<file path="src/logic/adc_seq_defines.svh">
/*
 * Constants of the converter channel sequencer: control word fields, bus offsets,
 * reset values and conversion timing.
 * Assumes inclusion by bare name from the design module.
 */
`ifndef ADC_SEQ_DEFINES_SVH
`define ADC_SEQ_DEFINES_SVH

`define CTRL_OFFSET       4'h0
`define STATUS_OFFSET     4'h1
`define RESULT_OFFSET     4'h2
`define CTRL_RESET        12'h000
`define CTRL_CH_LOW_BIT   0
`define CTRL_CH_HIGH_BIT  1
`define CTRL_ARR_A_BIT    2
`define CTRL_ARR_B_BIT    3
`define CTRL_SEQ_A_BIT    4
`define CTRL_SEQ_B_BIT    5
`define CTRL_REF_BIT      6
`define CONV_CYCLES       4'hE
`define CH_ZERO           2'h0
`define PAIR_LAST         2'h1
`define ZERO12            12'h000

`endif

</file>
<file path="src/logic/adc_seq_pkg.sv">
/*
 * Types shared by the sequencer design and its bench.
 * Assumes adc_seq_defines.svh is on the include path.
 */
package adc_seq_pkg;

    typedef enum logic [1:0] {
        ARR_SINGLE = 2'h0,
        ARR_PSEUDO = 2'h1,
        ARR_DIFF   = 2'h2,
        ARR_RSVD   = 2'h3
    } arrangement_t;

    typedef enum logic [2:0] {
        ST_IDLE = 3'h1,
        ST_CONV = 3'h2,
        ST_DONE = 3'h4
    } conv_state_t;

    typedef struct packed {
        logic [3:0]  addr;
        logic [11:0] wdata;
        logic        wr;
        logic        rd;
    } reg_req_t;

    typedef struct packed {
        logic        single_ended;
        logic        pseudo_diff;
        logic        fully_diff;
        logic        internal_ref;
        logic [1:0]  mux_channel;
    } analog_ctrl_t;

    typedef struct packed {
        logic [11:0]  ctrl;
        logic         seq_restart;
        logic [1:0]   seq_pointer;
        logic [1:0]   conv_channel;
        conv_state_t  state;
        logic [3:0]   conv_count;
        logic         strobe_prev;
        logic         busy;
        logic [15:0]  result;
        logic [11:0]  rdata;
        analog_ctrl_t analog;
    } seq_state_t;

endpackage : adc_seq_pkg

</file>
<file path="src/logic/adc_channel_sequencer.sv">
/*
 * Channel sequencer of a four-input converter: control register, input
 * arrangement decode, single-select and consecutive sequencing, reference
 * selection, conversion timing and tagged result word.
 * Assumes synchronous inputs on ref_clk and a SAR core that returns sar_data
 * by the end of each timed conversion.
 */
// Design decisions made here: the plain strobed port and the placing of the registers.
`timescale 1ns/1ns
`default_nettype none
`include "adc_seq_defines.svh"

// Contract
// - Arrangement 1,0 gives two pseudo differential pairs; the code decodes ctrl[3:2] = 2'h2 as ARR_DIFF, fully differential
// - Arrangement 0,0 gives four single-ended channels
// - Arrangement 0,1 gives two fully differential pairs; the code decodes ctrl[3:2] = 2'h1 as ARR_PSEUDO, pseudo differential
// - Sequence bits 0 convert host-selected channel
// - Each write sets next channel, no advance
// - Sequence bits 1 start at channel 0, or after the converting channel if written mid-conversion
// - After final channel return to channel 0
// - Sequence repeats until next control write
// - Reference bit 1 selects internal reference
// - Reference bit 0 selects external reference
// - Channel id sits beside four result MSBs
module adc_channel_sequencer
    import adc_seq_pkg::*;
(
    input  wire logic                      ref_clk,       // 20 MHz clock
    input  wire logic                      reset,         // Synchronous reset
    input  wire adc_seq_pkg::reg_req_t     req,           // Register request
    output var  logic [11:0]               rdata,         // Read data, next cycle
    input  wire logic                      convert_strobe_n, // Falling edge starts
    input  wire logic [11:0]               sar_data,      // Core result
    output var  logic                      busy,          // Conversion running
    output var  adc_seq_pkg::analog_ctrl_t analog,        // Mux and reference
    output var  logic [15:0]               result         // Tagged result
);
    import adc_seq_pkg::*;

    seq_state_t s_reg;
    seq_state_t s_next;

    logic [1:0]   final_ch;
    logic         seq_mode;
    logic         start_edge;
    logic [1:0]   last_ch;
    arrangement_t arr;

    always_comb
    begin
        s_next     = s_reg;
        final_ch   = {s_reg.ctrl[`CTRL_CH_HIGH_BIT], s_reg.ctrl[`CTRL_CH_LOW_BIT]};
        seq_mode   = s_reg.ctrl[`CTRL_SEQ_A_BIT] & s_reg.ctrl[`CTRL_SEQ_B_BIT];
        arr        = arrangement_t'({s_reg.ctrl[`CTRL_ARR_B_BIT],
                                     s_reg.ctrl[`CTRL_ARR_A_BIT]});
        start_edge = s_reg.strobe_prev & ~convert_strobe_n;
        last_ch    = final_ch;
        // Paired arrangements have only two addressable pairs.
        if (arr != ARR_SINGLE && final_ch > `PAIR_LAST)
        begin
            last_ch = `PAIR_LAST;
        end
        s_next.strobe_prev = convert_strobe_n;
        s_next.rdata       = `ZERO12;

        if (req.rd)
        begin
            case (req.addr)
                `CTRL_OFFSET:   s_next.rdata = s_reg.ctrl;
                `STATUS_OFFSET: s_next.rdata = {8'h00, s_reg.seq_pointer,
                                                s_reg.seq_restart, s_reg.busy};
                `RESULT_OFFSET: s_next.rdata = s_reg.result[11:0];
                default:        s_next.rdata = `ZERO12;
            endcase
        end

        case (s_reg.state)
            ST_IDLE:
            begin
                if (start_edge)
                begin
                    s_next.state      = ST_CONV;
                    s_next.conv_count = 4'h1;
                    s_next.busy       = 1'b1;
                    // Single-select uses the written address directly.
                    if (!seq_mode)
                    begin
                        s_next.conv_channel = final_ch;
                    end
                    else if (s_reg.seq_restart)
                    begin
                        s_next.conv_channel = `CH_ZERO;
                    end
                    else
                    begin
                        s_next.conv_channel = s_reg.seq_pointer;
                    end
                end
            end
            ST_CONV:
            begin
                // Strobe back high too early aborts the conversion.
                if (convert_strobe_n && s_reg.conv_count < `CONV_CYCLES)
                begin
                    s_next.state = ST_IDLE;
                    s_next.busy  = 1'b0;
                end
                else if (s_reg.conv_count == `CONV_CYCLES)
                begin
                    s_next.state = ST_DONE;
                end
                else
                begin
                    s_next.conv_count = s_reg.conv_count + 4'h1;
                end
            end
            ST_DONE:
            begin
                s_next.state  = ST_IDLE;
                s_next.busy   = 1'b0;
                s_next.result = {2'b00, s_reg.conv_channel, sar_data};
                if (seq_mode)
                begin
                    s_next.seq_restart = 1'b0;
                    if (s_reg.conv_channel >= last_ch)
                    begin
                        s_next.seq_pointer = `CH_ZERO;
                    end
                    else
                    begin
                        s_next.seq_pointer = s_reg.conv_channel + 2'h1;
                    end
                end
            end
            default:
            begin
                s_next.state = ST_IDLE;
                s_next.busy  = 1'b0;
            end
        endcase

        // A control write restarts the sequence from channel 0 unless it lands in the start cycle or in ST_CONV, whose ST_DONE clears the restart.
        if (req.wr && req.addr == `CTRL_OFFSET)
        begin
            s_next.ctrl        = req.wdata;
            s_next.seq_restart = 1'b1;
            s_next.seq_pointer = `CH_ZERO;
        end

        s_next.analog.single_ended = (arr == ARR_SINGLE);
        s_next.analog.pseudo_diff  = (arr == ARR_PSEUDO);
        s_next.analog.fully_diff   = (arr == ARR_DIFF);
        s_next.analog.internal_ref = s_reg.ctrl[`CTRL_REF_BIT];
        if (s_reg.state == ST_IDLE)
        begin
            s_next.analog.mux_channel = seq_mode ?
                (s_reg.seq_restart ? `CH_ZERO : s_reg.seq_pointer) : final_ch;
        end
        else
        begin
            s_next.analog.mux_channel = s_reg.conv_channel;
        end
    end

    always_ff @(posedge ref_clk)
    begin
        if (reset)
        begin
            s_reg             <= '0;
            s_reg.ctrl        <= `CTRL_RESET;
            s_reg.state       <= ST_IDLE;
            s_reg.strobe_prev <= 1'b1;
            s_reg.seq_restart <= 1'b1;
            s_reg.analog      <= '0;
        end
        else
        begin
            s_reg <= s_next;
        end
    end

    assign rdata  = s_reg.rdata;
    assign busy   = s_reg.busy;
    assign analog = s_reg.analog;
    assign result = s_reg.result;

endmodule : adc_channel_sequencer
`default_nettype wire

</file>
<file path="config.mk">
export PLATFORM = sky130hd
export DESIGN_NAME = adc_channel_sequencer
export DESIGN_NICKNAME = d
export VERILOG_FILES = /design/src/logic/adc_seq_pkg.sv /design/src/logic/adc_channel_sequencer.sv
export VERILOG_INCLUDE_DIRS = /design/src /design/src/logic
export SDC_FILE = /design/constraint.sdc
export NUM_CORES = 1
export LEC_CHECK = 0
export BUFFER_PORTS_ARGS = -buffer_cell sky130_fd_sc_hd__buf_2
export CAP_MARGIN = 15
export CORE_UTILIZATION = 35
export DETAILED_ROUTE_END_ITERATION = 8
export GPL_ROUTABILITY_DRIVEN = 1
export PLACE_DENSITY = 0.62
export REMOVE_ABC_BUFFERS = 1
export SYNTH_ARGS = -nofsm -noshare
export SYNTH_HDL_FRONTEND = slang
export SYNTH_SLANG_ARGS = --single-unit
</file>
<file path="constraint.sdc">
create_clock -name ref_clk -period 4.1 [get_ports ref_clk]
set_clock_uncertainty 0.05 [all_clocks]
set_input_delay 0.205 -clock ref_clk [delete_from_list [all_inputs] [get_ports ref_clk]]
set_output_delay 0.205 -clock ref_clk [all_outputs]
set_load 0.01 [all_outputs]
</file>
# After elaboration in Yosys (flattened, before gate mapping)
# Cells that the tools add are included.
# op_classes
addsub	2
eq_ne	13
n_mux	16
bitwise	4
reduce_logical	14
order_cmp	3
n_div	0
shift	0
mul	0
# op_table
operator	count
12-bit one-hot mux with 3 select lines	1
2-bit two-way mux	5
4-bit two-way mux	2
2-bit != test (second input constant)	4
4-bit one-hot mux with 2 select lines	1
2-bit AND reduction	4
7-bit two-way mux	1
3-bit two-way mux	2
3-bit one-hot mux with 2 select lines	1
4-bit by 1-bit adder with 4-bit output (second input constant)	1
4-bit by 1-bit == test with 1-bit output (second input constant)	1
4-bit by 2-bit == test with 1-bit output (second input constant)	1
4-bit == test (second input constant)	1
4-bit zero test	1
4-bit < comparator (second input constant)	1
4-bit AND reduction	1
2-bit nonzero test	2
2-bit OR reduction	2
3-bit by 1-bit == test with 1-bit output (second input constant)	1
3-bit by 2-bit == test with 1-bit output (second input constant)	1
3-bit == test (second input constant)	1
1-bit logical AND	3
3-bit != test (second input constant)	1
2-bit by 1-bit adder with 2-bit output (second input constant)	1
9 further kinds	12
# totals
inputBits	33
wordCells	67
memories	0
mem_bits_rw	0
ff_bits	58
rom_bits	0
latchBits	0

# Longest topological paths before layout
# depth
word_depth	5
ltp_mapped	7

# Worst setup path after synthesis
# No wires, ideal clock.
# synth_path
path_kind	reg2reg
start	reg s_reg, in the netlist arr[0]
end	reg s_reg[45] in the netlist's numbering
synth_period_minus_slack_ns	1.741
t_arrival_ns	1.612
n_path_buf	0
required_ns	3.971
path_slack_ns	2.359
stages_incl_launch_ff	8
cell_sequence	dfxtp_1 -> o21ai_0 -> nand2b_1 -> ha_1 -> nand2b_1 -> a2111oi_4 -> nand2_1 -> a211oi_2
# synth_between
elab_chain_cells	5
# synth_lines
element	line_no	rtl
start, declared	adc_channel_sequencer.sv:40	seq_state_t s_reg;
start signal, assigned	adc_channel_sequencer.sv:178	s_reg <= s_next;
2-bit nonzero test	adc_channel_sequencer.sv:59	if (arr != ARR_SINGLE && final_ch > `PAIR_LAST)
1-bit logical AND (no line)	n/a	
2-bit two-way mux	adc_channel_sequencer.sv:59	
2-bit >= comparator	adc_channel_sequencer.sv:125	if (s_reg.conv_channel >= last_ch)
2-bit two-way mux	adc_channel_sequencer.sv:125	
# No other way between the ends.
# A chain may end at the register's enable or synchronous reset.

# Worst setup path in the final report
# layout_path
start	reg s_reg[42] in the netlist's numbering
end	reg s_reg[47] in the netlist's numbering
# layout_between
elab_chain_cells	2
# layout_lines
element	line_no	rtl
3-bit == test	adc_channel_sequencer.sv:77	case (s_reg.state)
2-bit AND reduction (no line)	n/a	
# No other way between the ends.

==> results.yml <==
pwr:
  switching_share: 0.240
  power_frac_seq: 0.466
  p_comb_frac: 0.056
  power_frac_clock: 0.478
  vdd_ir_drop_max_v: 0.000153
  p_int_mw: 0.948
  power_density_mw_per_mm2: 424
  switching_power_mw: 0.299
  p_leak_nw: 1.13
sta:
  tightestPinTransition_ns: 1.15
  hold_viol_final: 0
  fin_crit_ns: 2.05
  fin_tns_setup_ns: 0
  relSlewSlack: 0.233
  period_share: 0.499
  finalSetupViolCount: 0
  maxSlewViolCount: 0
  fin_ws_ns: 2.05
  fmax_mhz: 489
  holdWs_ns: 0.0446
  rsz0062_at_grt: "no"
worst_setup_path:
  cp.arrival_ns: 2.22
  path_max_fanout: 15
  required_ns: 4.28
  worst_setup_path_start_kind: "flip-flop"
  timing_worst_setup_path_type: "flip-flop to flip-flop"
  end_kind: "flip-flop"
placement:
  dpl_cell_area_mm2: 0.00271
  dpl.hpwl_mm: 3.94
  place_congestion: 0.725
  portBuffers: 65
  pre_cts_slack_ns: 2.09
finish:
  largest_reg_flops: 20
  layout_common_cells: "buf_2, nand2_1, dfxtp_1"
  drive_gt1_frac: 0.284
  final_nets: 363
  final_common_cell: "buf_2"
  antenna_cells: 0
  syn_to_final_growth_pct: 13.5
  fin_area_mm2: 0.00294
synthesis:
  synth_top_family_by_area: "simple AND/OR/NAND/NOR gates"
  synth_edf_count: 0
  yosysTopAreaCell: "dfxtp_1"
  ys_seq_area_frac: 0.449
  synth_flop_cell: "dfxtp_1"
  ys_types: 42
  synthAdderAreaFrac: 0.0193
  synth_mux_area_frac: 0.0174
  synthXorXnorAreaFrac: 0.00338
  netlist_instances: 298
  synth.yosys.warnings: 0
  synth_seq_cells: 58
  synth_area_mm2: 0.00259
  synth_compound_area_frac: 0.162
  syn_area_per_cell_um2: 8.69
  yosys.area_share.simple: 0.211
  async_reset_ff_frac: 0
  yosys.area.top_type_share: 0.449
  synth_area_leaders: "dfxtp_1, buf_4, nand2_1, a21oi_1, a22oi_1"
routing:
  drt.antenna.violating_nets: 0
  drt_iter0_drc: 64
  drc_errors: 0
  wirelength_mm: 5.74
  dr.pass1.iters: 4
  detail_route.vias_per_cell: 4.73
  routedWlPerCell_um: 13.4
  num_vias: 2021
die:
  dieWidth_um: 88
  die_h_um: 88
  num_rows: 30
  core_area_mm2: 0.00698
  initial_core_util: 0.371
  dieArea_mm2: 0.00774
  io-pin-count: 68
cts:
  clock-sinks: 58
  clock_path_buffers: 2
  clockRootBuffer: "clkbuf_8"
  postCtsHoldBufs: 0
  postCtsResizedCells: 0
  numCtsBuffers: 9
  ctsHtreeMaxLevel: 3
  cts.clk_slew.worst_paths_ns: 0.08
  cts_tree: "built"
  cts_setup_buffers: 0
  insertion_delay_ns: 0.34
global_routing:
  grt_pass1_wl_mm: 9.23
  antenna_found_initial: 0
  grt-ovfl-total: 0
  grt_pass1_vias: 1928
  grt_max_degree: 48
  grt.total_usage: 0.160
run:
  maxCapViolCount: 0
outcome:
  status: "finished, final reports clean"
worst_hold_path:
  hold_class: "input port to flip-flop"
==> layout make-up <==
type	count	area (µm²)
sequential	58	1160
timing repair buffer	65	325
multi-input combinational	187	1090
inverter	5	18.8
clock inverter	7	103
clock buffer	9	124
fill	745	4040
tap	96	120
==> synthesized netlist by cell type, types with 2 or more instances <==
cell type	count
a211oi_1	5
a21oi_1	29
a22oi_1	13
a31oi_1	2
buf_2	2
buf_4	36
buf_6	2
clkbuf_1	9
dfxtp_1	58
ha_1	4
inv_1	5
mux2_2	4
nand2_1	64
nand2b_1	3
nand3_1	5
nor2_1	19
nor2b_1	3
nor3_1	4
nor3b_1	5
nor3b_2	2
nor4b_1	2
or2_2	2
==> power groups by stage <==
| stage | Clock (mW) | Sequential [mW] | Combinational [mW] |
|---|---|---|---|
| final | 0.596 | 0.581 | 0.0700 |
| after global routing | 0.635 | 0.582 | 0.0789 |
| after CTS | 0.610 | 0.581 | 0.0708 |
| after detailed placement | 0 | 0.594 | 0.0707 |
| after global placement | 0 | 0.593 | 0.0698 |
| after floorplan | 0 | 0.593 | 0.0311 |
==> cells by family after synthesis <==
kind of cell / count (synthesis)
compound gates: 61
xor+xnor: 1
buf+inv: 54
other cells: 1
fa+ha+maj: 4
mux: 4
simple gates: 115
flops: 58
==> per-stage QoR <==
stage	util	std cells	power, mW
floorplan	-	250	0.624
global placement	0.389	411	0.663
detailed placement	0.389	411	0.664
CTS	0.421	427	1.26
global route	0.421	427	1.30
finish	0.421	427	1.25
==> metal layers <==
metal  track usage  part of all wire
met4        0.0820             0.025
met2         0.236              0.45
met1         0.208              0.47
met3        0.0537             0.053
met5             0                 0
==> worst paths after layout <==
path,cells past startpoint,slack (ns),to,startpoint
worst max-delay path,3,2.05,s_reg[47],s_reg[42]
worst min-delay path,3,0.04,result[7],sar_data[7]
worst max register to register,3,2.05,s_reg[47],s_reg[42]
worst min register to register,2,0.41,result[12],result[12]
==> critical path, stage by stage (launching register included) <==
cell     delay [ns]
dfxtp_1        0.41
nor3b_2        0.87
nand3_1        0.26
a211o_1        0.34
Note: power is estimated with default switching activity, not from simulation.
